### config.mk
export PLATFORM = sky130hd
export DESIGN_NAME = pat_regs
export DESIGN_NICKNAME = d
export VERILOG_FILES = /design/src/common/pat_pkg.sv /design/src/hdl/pat_regs.sv /design/src/hdl/pat_strap.sv /design/src/hdl/pat_sync.sv
export SDC_FILE = /design/constraint.sdc
export NUM_CORES = 1
export LEC_CHECK = 0
export BUFFER_PORTS_ARGS = -buffer_cell sky130_fd_sc_hd__buf_4
export CAP_MARGIN = 20
export CORE_ASPECT_RATIO = 0.8
export CORE_MARGIN = 1
export CORE_UTILIZATION = 55
export CTS_CLUSTER_SIZE = 20
export DETAILED_ROUTE_END_ITERATION = 7
export GPL_TIMING_DRIVEN = 0
export PLACE_DENSITY = 0.84
export SYNTH_ARGS = -nofsm -noshare
export SYNTH_HDL_FRONTEND = slang
export SYNTH_HIERARCHICAL = 1
export SYNTH_SLANG_ARGS = --single-unit
### constraint.sdc
create_clock -name mclk_in -period 3.42 [get_ports mclk_in]
set_input_delay 0.684 -clock mclk_in [delete_from_list [all_inputs] [get_ports mclk_in]]
set_output_delay 0.684 -clock mclk_in [all_outputs]
set_load 0.05 [all_outputs]
### src/common/pat_pkg.sv
package pat_pkg;
   // register indices on the management bus (5-bit register address)
   localparam logic [4:0] PAT_REG_ADDR_SPEED = 5'h19;
   localparam logic [4:0] PAT_REG_TEN_STATUS = 5'h1b;
   localparam logic [4:0] PAT_REG_TEN_CONFIG = 5'h1c;
   // station address and speed register fields
   localparam int PAT_SPEED_BIT = 6;
   localparam int PAT_CONN_BIT = 5;
   localparam int PAT_ADDR_MSB = 4;
   localparam int PAT_ADDR_W = 5;
   // ten base status field
   localparam int PAT_SER_BIT = 9;
   // ten base configuration fields
   localparam int PAT_LPE_BIT = 5;
   localparam int PAT_HBE_BIT = 4;
   localparam int PAT_MPS_BIT = 3;
   localparam int PAT_LSS_BIT = 2;
   localparam int PAT_JAB_BIT = 0;
   // reset values of the configuration bits
   localparam logic PAT_LPE_RST = 1'h1;
   localparam logic PAT_HBE_RST = 1'h1;
   localparam logic PAT_MPS_RST = 1'h1;
   localparam logic PAT_LSS_RST = 1'h0;
   localparam logic PAT_JAB_RST = 1'h1;
   localparam logic PAT_CONN_RST = 1'h0;
   localparam logic [4:0] PAT_ADDR_ZERO = 5'h00;
endpackage : pat_pkg

### src/hdl/pat_regs.sv
`timescale 1ns/1ps
module pat_regs
   import pat_pkg::*;
(
   input wire logic mclk_in, // 125 MHz system clock
   input wire logic rst_b_in, // sync reset, active low
   input wire logic [4:0] reg_addr_in, // management register address
   input wire logic reg_wr_in, // one-cycle write strobe
   input wire logic [15:0] reg_wdata_in, // write data
   output logic [15:0] reg_rdata_out, // read data for the addressed register
   input wire logic [pat_pkg::PAT_ADDR_W-1:0] station_address_straps_in, // address straps
   input wire logic serial_mode_strap_in, // serial mode strap pin
   input wire logic link_good_in, // basic status link bit from link logic
   input wire logic disconnect_ok_in, // disconnect function sees valid link
   input wire logic cfg_100_in, // configured for 100 Mb/s
   input wire logic autoneg_en_in, // autonegotiation enabled
   input wire logic full_duplex_in, // full duplex configured
   input wire logic transceiver_loopback_in, // loopback bit from loopback register
   input wire logic indicator_pin_mode_in, // indicator mode bit from coding register
   input wire logic indicator_normal_in, // normal function of first indicator
   output logic first_indicator_pin_out, // first indicator pin level
   output logic speed_10_out, // effective speed is 10 Mb/s
   output logic isolate_req_out, // request isolate in basic control register
   output logic serial_data_mode_out, // serial data mode active
   output logic link_pulse_tx_out, // transmit link pulses
   output logic force_link_good_out, // force good link condition
   output logic heartbeat_en_out, // heartbeat function active
   output logic unshielded_tx_pair_oe_out, // drive unshielded pair
   output logic shielded_tx_pair_oe_out, // drive shielded pair
   output logic reduced_squelch_select_out, // low squelch threshold
   output logic jabber_en_out // jabber function active
);
   import pat_pkg::*;

   typedef struct packed {
      logic [PAT_ADDR_W-1:0] addr;
      logic conn;
      logic ser;
      logic lpe;
      logic heartbeat_enable;
      logic mps;
      logic reduced_squelch_select;
      logic jab;
      logic [15:0] rdata;
   } pat_regs_t;
   pat_regs_t st_q, st_d;

   logic [PAT_ADDR_W-1:0] straps_s;
   logic ser_s;
   logic link_s;
   logic conn_s;
   logic strap_load;
   logic speed10;

   // every strap and status input crosses from outside through three stages
   pat_sync #(.W(PAT_ADDR_W + 3)) u_sync (
      .mclk_in(mclk_in),
      .rst_b_in(rst_b_in),
      .d_in({station_address_straps_in, serial_mode_strap_in, link_good_in,
             disconnect_ok_in}),
      .q_out({straps_s, ser_s, link_s, conn_s})
   );

   pat_strap #(.W(PAT_ADDR_W + 1)) u_strap (
      .mclk_in(mclk_in),
      .rst_b_in(rst_b_in),
      .pins_in({straps_s, ser_s}),
      .load_out(strap_load)
   );

   // speed: 10 when configured so, or forced by clearing link pulses under autoneg
   always_comb begin
      speed10 = !cfg_100_in;
      if (cfg_100_in && autoneg_en_in && !st_q.lpe) begin
         speed10 = 1'b1;
      end
   end

   // read mux; reserved bits read as zero, unmapped addresses read zero
   function automatic logic [15:0] rd_word(input logic [4:0] a, input pat_regs_t s,
                                           input logic sp);
      logic [15:0] w;
      w = 16'h0000;
      if (a == PAT_REG_ADDR_SPEED) begin
         w[PAT_SPEED_BIT] = sp;
         w[PAT_CONN_BIT] = s.conn;
         w[PAT_ADDR_MSB:0] = s.addr;
      end else if (a == PAT_REG_TEN_STATUS) begin
         w[PAT_SER_BIT] = s.ser;
      end else if (a == PAT_REG_TEN_CONFIG) begin
         w[PAT_LPE_BIT] = s.lpe;
         w[PAT_HBE_BIT] = s.heartbeat_enable;
         w[PAT_MPS_BIT] = s.mps;
         w[PAT_LSS_BIT] = s.reduced_squelch_select;
         w[PAT_JAB_BIT] = s.jab;
      end
      return w;
   endfunction : rd_word

   // register update: strap load, write decode, connect latch
   always_comb begin
      st_d = st_q;
      if (strap_load) begin
         st_d.addr = straps_s;
         st_d.ser = ser_s;
      end else if (reg_wr_in) begin
         if (reg_addr_in == PAT_REG_ADDR_SPEED) begin
            // speed and connect bits are read only, only the address field is taken
            st_d.addr = reg_wdata_in[PAT_ADDR_MSB:0];
         end else if (reg_addr_in == PAT_REG_TEN_STATUS) begin
            st_d.ser = reg_wdata_in[PAT_SER_BIT];
         end else if (reg_addr_in == PAT_REG_TEN_CONFIG) begin
            st_d.lpe = reg_wdata_in[PAT_LPE_BIT];
            st_d.heartbeat_enable = reg_wdata_in[PAT_HBE_BIT];
            st_d.mps = reg_wdata_in[PAT_MPS_BIT];
            st_d.reduced_squelch_select = reg_wdata_in[PAT_LSS_BIT];
            st_d.jab = reg_wdata_in[PAT_JAB_BIT];
         end
      end
      // latching low: a loss sticks until the register is read, then refreshes
      if (!conn_s) begin
         st_d.conn = 1'b0;
      end else if (reg_addr_in == PAT_REG_ADDR_SPEED && !reg_wr_in) begin
         st_d.conn = 1'b1;
      end else if (st_q.conn) begin
         st_d.conn = 1'b1;
      end
      st_d.rdata = rd_word(reg_addr_in, st_q, speed10);
   end

   always_ff @(posedge mclk_in) begin
      if (!rst_b_in) begin
         st_q <= '0;
         st_q.conn <= PAT_CONN_RST;
         st_q.lpe <= PAT_LPE_RST;
         st_q.heartbeat_enable <= PAT_HBE_RST;
         st_q.mps <= PAT_MPS_RST;
         st_q.reduced_squelch_select <= PAT_LSS_RST;
         st_q.jab <= PAT_JAB_RST;
      end else begin
         st_q <= st_d;
      end
   end

   // read data is registered: valid one cycle after the address is presented
   assign reg_rdata_out = st_q.rdata;

   // outputs to the datapath functions
   assign speed_10_out = speed10;
   assign isolate_req_out = (st_q.addr == PAT_ADDR_ZERO);
   assign serial_data_mode_out = st_q.ser && speed10;
   // at 100 Mb/s without autoneg the enable does not steer anything
   assign link_pulse_tx_out = speed10 && st_q.lpe;
   assign force_link_good_out = speed10 && !st_q.lpe;
   assign heartbeat_en_out = st_q.heartbeat_enable && !full_duplex_in;
   assign unshielded_tx_pair_oe_out = st_q.mps;
   assign shielded_tx_pair_oe_out = !st_q.mps;
   assign reduced_squelch_select_out = st_q.reduced_squelch_select;
   assign jabber_en_out = st_q.jab && (full_duplex_in || transceiver_loopback_in);
   assign first_indicator_pin_out = indicator_pin_mode_in ? st_q.conn
                                                          : indicator_normal_in;

   // exactly one transmit pair is ever driven
   AST_ONE_PAIR: assert property (@(posedge mclk_in) disable iff (!rst_b_in)
      unshielded_tx_pair_oe_out != shielded_tx_pair_oe_out)
      else $error("both or neither transmit pair driven");
   AST_SPEED_RD: assert property (@(posedge mclk_in) disable iff (!rst_b_in)
      reg_addr_in == PAT_REG_ADDR_SPEED ##1 1'b1 |->
      reg_rdata_out[PAT_SPEED_BIT] == $past(speed10))
      else $error("speed bit readback wrong");
   AST_ISOLATE: assert property (@(posedge mclk_in) disable iff (!rst_b_in)
      strap_load && straps_s == PAT_ADDR_ZERO |=> isolate_req_out)
      else $error("zero address did not request isolate");
   AST_STRAP_ADDR: assert property (@(posedge mclk_in) disable iff (!rst_b_in)
      strap_load |=> st_q.addr == $past(straps_s) && st_q.ser == $past(ser_s))
      else $error("straps not captured");
   AST_SER_SPEED: assert property (@(posedge mclk_in) disable iff (!rst_b_in)
      !speed10 |-> !serial_data_mode_out)
      else $error("serial mode at 100 Mb/s");
   AST_CONN_LOW: assert property (@(posedge mclk_in) disable iff (!rst_b_in)
      !conn_s |=> !st_q.conn)
      else $error("connect status not latched low");
   AST_FORCE_10: assert property (@(posedge mclk_in) disable iff (!rst_b_in)
      cfg_100_in && autoneg_en_in && !st_q.lpe |-> speed_10_out && !link_pulse_tx_out)
      else $error("link pulse clear did not force 10 Mb/s");
   AST_HB_FDX: assert property (@(posedge mclk_in) disable iff (!rst_b_in)
      full_duplex_in |-> !heartbeat_en_out)
      else $error("heartbeat active in full duplex");
   AST_RO_WRITE: assert property (@(posedge mclk_in) disable iff (!rst_b_in)
      reg_wr_in && reg_addr_in == PAT_REG_ADDR_SPEED && !strap_load |=>
      st_q.addr == $past(reg_wdata_in[PAT_ADDR_MSB:0]))
      else $error("address field write lost");
   AST_LED: assert property (@(posedge mclk_in) disable iff (!rst_b_in)
      indicator_pin_mode_in |-> first_indicator_pin_out == st_q.conn)
      else $error("indicator not showing connect status");
endmodule : pat_regs

### src/hdl/pat_strap.sv
`timescale 1ns/1ps
// captures the strap word a fixed number of cycles after reset release,
// long enough for the synchroniser to have settled on the pin levels
module pat_strap #(
   parameter int W = 6
) (
   input wire logic mclk_in, // system clock
   input wire logic rst_b_in, // sync reset, active low
   input wire logic [W-1:0] pins_in, // synchronised strap levels
   output logic load_out // one-cycle load pulse
);
   typedef struct packed {
      logic [2:0] cnt;
      logic done;
      logic load;
   } pat_strap_t;
   pat_strap_t st_q, st_d;

   // count out the synchroniser latency, then fire once
   always_comb begin
      st_d = st_q;
      st_d.load = 1'b0;
      if (!st_q.done) begin
         st_d.cnt = st_q.cnt + 3'h1;
         if (st_q.cnt == 3'h4) begin
            st_d.load = 1'b1;
            st_d.done = 1'b1;
         end
      end
   end

   always_ff @(posedge mclk_in) begin
      if (!rst_b_in) begin
         st_q <= '0;
      end else begin
         st_q <= st_d;
      end
   end

   assign load_out = st_q.load;
endmodule : pat_strap

### src/hdl/pat_sync.sv
`timescale 1ns/1ps
// three-stage synchroniser; a change counts once stages two and three agree
module pat_sync #(
   parameter int W = 1
) (
   input wire logic mclk_in, // system clock
   input wire logic rst_b_in, // sync reset, active low
   input wire logic [W-1:0] d_in, // asynchronous input
   output logic [W-1:0] q_out // filtered output
);
   typedef struct packed {
      logic [W-1:0] s1;
      logic [W-1:0] s2;
      logic [W-1:0] s3;
      logic [W-1:0] q;
   } pat_sync_t;
   pat_sync_t st_q, st_d;

   // stage one feeds only stage two
   always_comb begin
      st_d = st_q;
      st_d.s1 = d_in;
      st_d.s2 = st_q.s1;
      st_d.s3 = st_q.s2;
      for (int i = 0; i < W; i++) begin
         if (st_q.s2[i] == st_q.s3[i]) begin
            st_d.q[i] = st_q.s3[i];
         end
      end
   end

   always_ff @(posedge mclk_in) begin
      if (!rst_b_in) begin
         st_q <= '0;
      end else begin
         st_q <= st_d;
      end
   end

   assign q_out = st_q.q;
endmodule : pat_sync

After elaboration in Yosys (flattened, before gate mapping)
Cells that the tools add are included.
{ "word_totals": {"reg_bits": 64, "inputBits": 38, "out_inout_bits": 27, "wordCells": 88} }
{ "classes": {"addsub": 1, "n_eq_ne": 12, "muxes": 21, "bitwise_logic": 4, "n_reduce_logical": 25} }
{ "ops": {"columns": ["op", "n"], "rows": [
  ["5-bit two-way mux", 5],
  ["5-bit equality test (second input constant)", 3],
  ["4-bit two-way mux", 3],
  ["6-bit two-way mux", 2],
  ["1-bit two-way mux", 9],
  ["1-bit logical AND", 8],
  ["1-bit equality test", 7],
  ["2-bit AND reduction", 3],
  ["2-bit nonzero test", 3],
  ["1-bit zero test", 5],
  ["5-bit zero test", 1],
  ["5-bit AND reduction", 1],
  ["2-bit two-way mux", 2],
  ["1-bit inverter", 4],
  ["3-bit by 1-bit adder with 3-bit output (second input constant)", 1],
  ["3-bit equality test (second input constant)", 1],
  ["3-bit AND reduction", 1],
  ["3-bit OR reduction", 1],
  ["2-bit by 1-bit inequality test with 1-bit output (second input constant)", 1],
  ["2-bit OR reduction", 1],
  ["1-bit logical OR", 1]
]} }

Depth between registers and ports, before layout
Gate-level depths: netlist (run 1).
{ "depth": {"depth_word": 6, "mapped_depth": 4, "depth_no_buf": 4} }

Cells and area by module
The synthesis (run 1) kept the hierarchy.
{ "modules_own_cells": {"columns": ["mod", "n_inst", "cells_each", "area_each_um2"], "rows": [
  ["pat_sync", 1, 91, 1021.0],
  ["pat_regs", 1, 116, 1011.0],
  ["pat_strap", 1, 20, 212.7]
]} }

Least setup slack after synthesis (run 1)
OpenSTA, ideal clock, no wires.
{ "synth_path": {"path_type": "input-to-output", "start": "in autoneg_en_in", "end": "out serial_data_mode_out", "t_arrival_ns": 2.439, "required_time_ns": 2.736, "slack_ns": 0.297, "cell_stages": 3, "path_buffers": 0, "path_cell_list": "inv_1 > o21ai_0 > and2_1"} }
{ "synth_via": {"elab_chain_cells": 4} }
{ "synth_lines": {"columns": ["item", "line", "rtl"], "rows": [
  ["start: declaration", "pat_regs.sv:16", "input wire logic autoneg_en_in,"],
  ["1-bit logical AND (2 in series)", "pat_regs.sv:74", "if (cfg_100_in && autoneg_en_in && !st_q.lpe) begin"],
  ["1-bit two-way mux", "pat_regs.sv:74", null],
  ["net speed_10_out", "pat_regs.sv:22", "output logic speed_10_out,"],
  ["1-bit logical AND", "pat_regs.sv:151", "assign serial_data_mode_out = st_q.ser && speed10;"],
  ["end: declaration", "pat_regs.sv:24", "output logic serial_data_mode_out,"]
]} }
The timed path passes the listed nets, and every way through them passes these cells.

Worst setup path in the final report (run 1)
{ "layout_path": {"start": "reg st_q[25] in the netlist's numbering", "end": "out isolate_req_out"} }
{ "layout_via": {"elab_chain_cells": 1} }
{ "layout_lines": {"columns": ["item", "line", "rtl"], "rows": [
  ["start: declaration", "pat_regs.sv:46", "pat_regs_t st_q, st_d;"],
  ["start signal: assignment", "pat_regs.sv:141", "st_q <= st_d;"],
  ["5-bit zero test", "pat_regs.sv:150", "assign isolate_req_out = (st_q.addr == PAT_ADDR_ZERO);"],
  ["end: declaration", "pat_regs.sv:23", "output logic isolate_req_out,"]
]} }
Every way passes these cells.

==> metrics, run 1 <==
Post-CTS Setup Inserts 0; Max clock buf depth 2; CP required between 2000 and 3000 ps; synthesized instance count approximately 220; Initial Util between 50% and 60%; RSZ-0062 raised after global routing no; Avg Synthesized Cell Area approximately 10 um^2; most frequent cells in the layout buf_4 (70), dfxtp_1 (53), and2_1 (25); Max Cap Viol 0; violated checks design-rule violations; met3 track demand over resource ~6%; drt wl/cell 11.9 um; hpwl dp roughly 2.9 mm; row count 19; drc violations 9; H-Tree Depth 2; outcome finished, violations left; Comb power frac 12.4%; Most Crowded Layer GR met2; Overflow after GRT 0; initial drt markers 83; die area ~4100 um^2; Clock Root Buffer clkbuf_8; Port Buffers 46; CP startpoint kind flip-flop; Synth Cell Area approximately 2100 um^2; num ports 65; area growth from synthesis to layout 25.5%; overall global routing resource usage about 20%; CTS tree built; TritonCTS Sinks 53; initial antenna violation count 0; crit path time final approximately 2100 ps; Flop pwr share a little over half; reg2reg path depth 4; core area about 3600 um^2; Leakage Power roughly 1.2 nW; sequential cell area 1060 um^2; clock latency on the worst-skew pair roughly 300 ps; first-pass GRT wire length roughly 6.4 mm; VDD IR max 395 uV; post-CTS resize count 0; CP Capture Type output port; share of post-route cells with drive strength above 1 between 30 and 40%; Power Dens Cells about 460 nW/um^2; largest net degree at the start of global routing 18; Worst Path Arrival 1460 ps; Final GP Congestion about 0.81; Ys Warns 6; # diodes 0; Achievable Freq approximately 470 MHz; placed cell count slightly above 300; # fillers 271; crit-path max FO 3; fin crit share ~63%; Switching Share around a quarter; met2 Use GR 35.2%; ANT nets after route 0; detailed-route wire length about 3.8 mm; Layout Nets approximately 320; TNS Setup 0 ps; Vias/cell about 5.0; post-route cell area between 2000 and 3000 um^2; Fin. Hold Viols 0; vias in the first global route 1,508; Psw around 0.29 mW; most common cell after layout, fill and taps aside buf_4; Final Skew ~3.9 ps; final hold slack around 430 ps; drt first pass iters 7; total power around 1.2 mW; worst min path class flip-flop to flip-flop; crit path kind flip-flop to output port; clock buffer count from CTS 5; multi-input logic area 838 um^2; Internal 0.941 mW; M1 GR Usage between 20% and 30%; Clock power frac about 35%; Final Setup Violations 0; CTS clk-pin slew, worst paths approximately 90 ps; dpl cell area 2540 um^2; Cells on Worst Hold Path 1; Die Y roughly 58 um; hold buffer count at cts 0; Finished Layout Cells roughly 320; Final Slew Violations 0; DIE WIDTH 71.4 um; Vias 1,582
-- per-stage QoR --
step	util (%)	setup slack, ps
after floorplan	-	297
after global placement	71.3	1320
after detailed placement	71.3	1330
after CTS	74.6	1260
after global routing	74.6	1200
final	74.6	1270
-- cell type report --
class	instances	share of cell area (%)
Sequential cell	53	39.9
Multi-Input combinational cell	132	31.5
Timing Repair Buffer	46	13.0
Buffer	29	7.95
Clock buffer	7	3.25
Tap cell	42	1.98
Inverter	9	1.27
Clock inverter	1	1.13
-- per-layer routing --
metal | vias to the layer above | share of wire [%]
li1 | 827 | -
met1 | 689 | 42
met4 | 0 | 1.1
met2 | 61 | 48
met5 | - | 0
met3 | 5 | 8.9
-- power groups by stage --
stage / clock (mW) / combinational [mW] / sequential [mW]
global placement: 0 / 0.149 / 0.663
CTS: 0.432 / 0.153 / 0.650
global route: 0.457 / 0.166 / 0.653
finish: 0.424 / 0.153 / 0.650
detailed placement: 0 / 0.152 / 0.664
floorplan: 0 / 0.100 / 0.662
-- sequential cells by signal (all words and copies together) (netlist names) --
signal,flops
unshielded_tx_pair_oe_out,1
u_strap/st_q,4
u_strap/load_out,1
reg_rdata_out,8
st_q,10
u_sync/q_out,7
u_sync/st_q,7
reduced_squelch_select_out,1
u_sync/st_d,14
-- worst max-delay path: stages (launching register included) --
cell and delay (ps):
dfxtp_1 330, or4_1 530, nor2_1 100, buf_4 200
-- path summary, 6_finish.rpt --
kind	from	to	slack [ps]
worst max-delay path	st_q[25]	isolate_req_out	1270
worst min-delay path	u_sync/st_d[21]	u_sync/st_d[13]	430
worst max register to register	u_strap/load_out	reduced_squelch_select_out	2160
worst min register to register	u_sync/st_d[21]	u_sync/st_d[13]	430
Note: power is estimated with default switching activity, not from simulation.
==> run 2, diff against run 1 <==
--- a/config.mk
+++ b/config.mk
@@ -5,15 +5,16 @@
 export SDC_FILE = /design/constraint.sdc
 export NUM_CORES = 1
 export LEC_CHECK = 0
+export ABC_AREA = 1
 export BUFFER_PORTS_ARGS = -buffer_cell sky130_fd_sc_hd__buf_4
 export CAP_MARGIN = 20
 export CORE_ASPECT_RATIO = 0.8
 export CORE_MARGIN = 1
-export CORE_UTILIZATION = 55
+export CORE_UTILIZATION = 51
 export CTS_CLUSTER_SIZE = 20
 export DETAILED_ROUTE_END_ITERATION = 7
 export GPL_TIMING_DRIVEN = 0
-export PLACE_DENSITY = 0.84
+export PLACE_DENSITY = 0.79
 export SYNTH_ARGS = -nofsm -noshare
 export SYNTH_HDL_FRONTEND = slang
 export SYNTH_HIERARCHICAL = 1
==> constraint.sdc (replaced) <==
create_clock -name mclk_in -period 2 [get_ports mclk_in]
set_input_delay 0.4 -clock mclk_in [delete_from_list [all_inputs] [get_ports mclk_in]]
set_output_delay 0.4 -clock mclk_in [all_outputs]
set_load 0.05 [all_outputs]
==> metrics, run 2 <==
Final Slew Violations 0 (unchanged); post-route cell area 2660 um^2 (about the same); Final Skew 2.68 ps (-1.25 ps); VDD IR max 496 uV (+26%); num ports 65 (unchanged); Finished Layout Cells 383 (+20%); # diodes 0 (unchanged); Vias 1,725 (+9.0%); Ys Warns 6 (unchanged); final hold slack 272 ps (-161 ps); FF-to-FF setup slack 820 ps (-1340 ps); Synth Cell Area 2130 um^2 (+0.65%); outcome complete, no violations; TritonCTS Sinks 53 (unchanged); Max clock buf depth 2 (unchanged); Hold Crit Start station_address_straps_in[1]; share of post-route cells with drive strength above 1 29.3% (-4.3 points); most frequent cells in the layout buf_4 (71), dfxtp_1 (53), inv_1 (43); initial drt markers 53 (-36%); CP required 1600 ps (-1140 ps); crit-path max FO 3 (unchanged); max reg flops 14 (unchanged); placed cell count 375 (+21%); clock latency on the worst-skew pair 300 ps (about the same); Worst Path Arrival 1250 ps (-210 ps); Fin. Hold Viols 0 (unchanged); detailed-route wire length 3.68 mm (-3.4%); largest net degree at the start of global routing 16 (-2); Clock Root Buffer clkbuf_8; H-Tree Depth 2 (unchanged); Leakage Power 1.40 nW (+17%); die area 4440 um^2 (+8.3%); initial antenna violation count 0 (unchanged); Port Buffers 46 (unchanged); met3 track demand over resource 6.91% (+0.91 points); row count 20 (+1); Achievable Freq 606 MHz; vias in the first global route 1,481 (-1.8%); Initial Util 54.6% (-4.8 points); worst min path class input port to flip-flop; first-pass GRT wire length 6.27 mm (-2.6%); clock buffer count from CTS 5 (unchanged); Vias/cell 4.50 (-9.2%); DIE WIDTH 74.3 um (+4.1%); met2 Use GR 32.6% (-2.6 points); Layout Nets 367 (+16%); hold buffer count at cts 0 (unchanged); Most Crowded Layer GR met2; Max Cap Viol 0 (unchanged); CTS clk-pin slew, worst paths 80 ps (about the same); RSZ-0062 raised after global routing no; reg-to-reg critical path endpoint reduced_squelch_select_out; Final Setup Violations 0 (unchanged); dpl cell area 2580 um^2 (+1.3%); worst slack, placed 472 ps (-855 ps); CP startpoint kind flip-flop; hpwl dp 2.78 mm (-2.9%); area growth from synthesis to layout 24.8%; crit path kind flip-flop to output port; Overflow after GRT 0 (unchanged); TNS Setup 0 ps (unchanged); drc violations 0 (-9); reg2reg path depth 4 (unchanged); overall global routing resource usage 18.9% (-1.5 points); M1 GR Usage 22.2% (-1.9 points); setup ws final 349 ps (-923 ps); r2r startpoint u_strap/load_out; crit path time final approximately 1700 ps; Power Dens Cells 729 nW/um^2 (+58%); most common cell after layout, fill and taps aside buf_4; synthesized instance count 267 (+24%); CTS tree built; post-CTS resize count 0 (unchanged); ANT nets after route 0 (unchanged); Avg Synthesized Cell Area 7.99 um^2 (-19%); CP Capture Type output port; Final GP Congestion 0.833 (+3.1%); core area 3900 um^2 (+9.5%); Worst Hold Path EP u_sync/st_d[20]; drt first pass iters 4 (-3); Cells on Worst Hold Path 3 (+2); fin crit share about 83%; drt wl/cell 9.61 um (-20%); Die Y 59.8 um (+4.0%); Post-CTS Setup Inserts 0 (unchanged)
## run 2: changes by cell type in the layout (fill, tap and decap cells not counted), moves of 5 or more
cell	change
nand2_1	+30
nor2_1	+24
nand3_1	+13
a31oi_1	-6
o21ai_2	+7
and2_1	-25
a21oi_1	+10
inv_1	+34
a22o_1	-5
o21ai_0	-8
a21boi_2	-5
## run 2: through the flow
| step | total power, mW | util (%) |
|---|---|---|
| after floorplan | 1.31 | - |
| after global placement | 1.39 | 66.0 |
| after detailed placement | 1.40 | 66.0 |
| after CTS | 1.96 | 68.1 |
| after global routing | 2.04 | 68.1 |
| final | 1.94 | 68.1 |
## run 2: area by class of cell
cell class              count  area, um^2
repair buffers             46         345
well taps                  55        68.8
multi-input cells         148         722
fillers                   339        1240
clock inverters             1        7.51
inverters                  46         173
flip-flops and latches     53        1060
plain buffers              27         206
clock buffers               7        76.3
## run 2: critical path: stages (launching register included)
cell and delay [ps]:
dfxtp_1 300, inv_1 110, nand3_1 90, nor3_1 200
buf_4 250
## run 2: power breakdown
| group | internal, mW | leakage (nW) | switching [mW] |
|---|---|---|---|
| clock | 0.248 | 0.0385 | 0.317 |
| sequential | 1.09 | 0.432 | 0.0194 |
| combinational | 0.101 | 0.934 | 0.164 |
| total | 1.44 | 1.40 | 0.501 |
## run 2: routing by layer
| layer | part of all wire [%] | wire length (um) |
|---|---|---|
| met1 | 47 | 1730 |
| met2 | 46 | 1690 |
| met3 | 5.8 | 213 |
| met4 | 1.3 | 49 |
| met5 | 0 | 0 |
## run 2: worst max-delay path by stage
stage | from | endpoint | slack, ps
floorplan | autoneg_en_in | force_link_good_out | -110
global placement | reg_addr_in[2] | st_q[23] | 510
detailed placement | reg_addr_in[2] | st_q[27] | 470
CTS | st_q[23] | isolate_req_out | 370
global route | st_q[23] | isolate_req_out | 320
finish | st_q[23] | isolate_req_out | 350
==> run 3, diff against run 2 <==
--- a/config.mk
+++ b/config.mk
@@ -5,16 +5,16 @@
 export SDC_FILE = /design/constraint.sdc
 export NUM_CORES = 1
 export LEC_CHECK = 0
-export ABC_AREA = 1
+export ABC_AREA = 0
 export BUFFER_PORTS_ARGS = -buffer_cell sky130_fd_sc_hd__buf_4
 export CAP_MARGIN = 20
 export CORE_ASPECT_RATIO = 0.8
 export CORE_MARGIN = 1
-export CORE_UTILIZATION = 51
+export CORE_UTILIZATION = 46
 export CTS_CLUSTER_SIZE = 20
 export DETAILED_ROUTE_END_ITERATION = 7
 export GPL_TIMING_DRIVEN = 0
-export PLACE_DENSITY = 0.79
+export PLACE_DENSITY = 0.75
 export SYNTH_ARGS = -nofsm -noshare
 export SYNTH_HDL_FRONTEND = slang
 export SYNTH_HIERARCHICAL = 1
==> constraint.sdc (replaced) <==
create_clock -name mclk_in -period 1.4 [get_ports mclk_in]
set_input_delay 0.28 -clock mclk_in [delete_from_list [all_inputs] [get_ports mclk_in]]
set_output_delay 0.28 -clock mclk_in [all_outputs]
set_load 0.05 [all_outputs]
==> metrics, run 3 (synthesis gave the netlist of run 1 again) <==
initial antenna violation count 0 (unchanged); core area 4310 um^2 (+10%); Max clock buf depth 2 (unchanged); drt wl/cell 11.4 um (+18%); # diodes 0 (unchanged); outcome finished, violations left; Vias 1,616 (-6.3%); DIE WIDTH 77.9 um (+4.8%); Final Skew 3.62 ps (+0.936 ps); Leakage Power 1.21 nW (-14%); Cells on Worst Hold Path 2 (-1); CP startpoint kind flip-flop; most frequent cells in the layout buf_4 (69), dfxtp_1 (50), and2_1 (24); # fillers 366 (+8.0%); row count 21 (+5.0%); largest net degree at the start of global routing 18 (+2); clock buffer count from CTS 5 (unchanged); crit-path cells or4_4 > nor2_4 > buf_6; Die Y 62.7 um (+4.8%); Final GP Congestion 0.800 (-4.0%); total power 2.87 mW (+48%); initial drt markers 72 (+36%); FF-to-FF setup slack 140 ps (-680 ps); max reg flops 14 (unchanged); crit path kind flip-flop to output port; Achievable Freq between 500 and 600 MHz; Overflow after GRT 0 (unchanged); die area 4880 um^2 (+9.8%); Worst Path Arrival 1420 ps (+170 ps); Final Slew Violations 0 (unchanged); Hold Crit Start serial_mode_strap_in; area growth from synthesis to layout 28.5%; most common cell after layout, fill and taps aside buf_4; share of post-route cells with drive strength above 1 36.9% (+7.6 points); CP Capture Type output port; hpwl dp 2.89 mm (+4.3%); drc violations 0 (unchanged); TritonCTS Sinks 53 (unchanged); CP required 1120 ps (-480 ps); reg2reg path depth 4 (unchanged); reg-to-reg critical path endpoint reduced_squelch_select_out; first-pass GRT wire length 6.73 mm (+7.4%); Top delay family on crit path simple AND/OR/NAND/NOR gates; crit path time final 1700 ps; Vias/cell 4.81 (+6.8%); vias in the first global route 1,541 (+4.1%); CP peak stage delay 540 ps (+240 ps); CTS clk-pin slew, worst paths 90 ps (about the same); H-Tree Depth 2 (unchanged); overall global routing resource usage 17.1% (-1.8 points); Worst Hold Path EP u_sync/st_d[18]; Final Setup Violations 1 (+1); Fin. Hold Viols 0 (unchanged); Port Buffers 46 (unchanged); worst slack, placed -36.3 ps (-509 ps); hold buffer count at cts 0 (unchanged); Layout Nets 318 (-13%); Power Dens Cells 1050 nW/um^2 (+45%); RSZ-0062 raised after global routing yes; Initial Util 49.2% (-5.5 points); fin crit share 122%; Clock Root Buffer clkbuf_8; crit-path max FO 2 (-1); num ports 65 (unchanged); CTS tree built; ANT nets after route 0 (unchanged); drt first pass iters 4 (unchanged); r2r startpoint u_strap/load_out; detailed-route wire length 3.82 mm (+3.9%); setup ws final -303 ps (-652 ps); clock latency on the worst-skew pair 290 ps (about the same); worst path bufs/invs 1 (-1); worst min path class input port to flip-flop; VDD IR max 865 uV (+74%); Critical-path top delay cell or4_4; Max Cap Viol 0 (unchanged); violated checks negative setup slack; post-layout util 63.2% (-5.0 points)
## run 3: changes by cell type in the layout (fill, tap and decap cells not counted), moves of 6 or more
cell     change
nor2_1      -25
a31oi_1      +6
nand3_1     -13
a21oi_1     -10
inv_1       -34
and2_1      +24
o21ai_0      +7
nand2_1     -30
o21ai_2      -7
## run 3: worst max-delay path by stage
stage	slack (ps)	start	cells past startpoint	to
2_1_floorplan	-7	st_q[24]	2	isolate_req_out
3_3_place_gp	-30	st_q[24]	3	isolate_req_out
3_5_place_dp	-40	st_q[24]	3	isolate_req_out
4_1_cts	-310	st_q[24]	3	isolate_req_out
5_1_grt	-350	st_q[24]	3	isolate_req_out
6_report	-300	st_q[24]	3	isolate_req_out
## run 3: final cells by class
type,instances,area [um^2],area share (%)
Tap cell,57,71.3,2.62
Multi-Input combinational cell,132,863,31.7
Sequential cell,53,1070,39.2
Buffer,29,211,7.77
Inverter,9,33.8,1.24
Clock inverter,2,17.5,0.643
Clock buffer,6,82.6,3.03
Timing Repair Buffer,48,375,13.8
## run 3: per-layer routing
metal	global-route usage [%]	share of wire, %	vias to the layer above
met5	0	0	-
met4	4.01	0.63	0
met3	5.55	7.3	4
met2	29.9	49	48
met1	20.4	43	737
li1	-	-	827
## run 3: per-stage QoR
| step | hold WS [ps] | cells | area [um^2] | setup TNS [ps] |
|---|---|---|---|---|
| finish | 184 | 336 | 2720 | -303 |
| global route | 164 | 336 | 2720 | -375 |
| CTS | 175 | 336 | 2720 | -312 |
| detailed placement | 424 | 326 | 2580 | -36.3 |
| global placement | 414 | 326 | 2580 | -30.8 |
| floorplan | 402 | 223 | 2170 | -7.43 |
## run 3: power breakdown
part	internal, mW	total (mW)	leakage (nW)	switching (mW)
Sequential	1.56	1.59	0.433	0.0315
Combinational	0.175	0.395	0.728	0.220
Clock	0.411	0.885	0.0518	0.475
## run 3: timing repair
action / in CTS / in global routing
endpoints found under the setup margin: 3 / 3
cloned: 0 / 0
pin swaps: 2 / 1
gates resized for setup: 8 / 1
setup buffers: 2 / 0
## run 3: worst reg2reg max path, stage by stage, from the launching register on
cell     delay (ps)
dfxtp_1         380
nor2b_1         290
and3_1          220
buf_6           120
mux2i_1         180
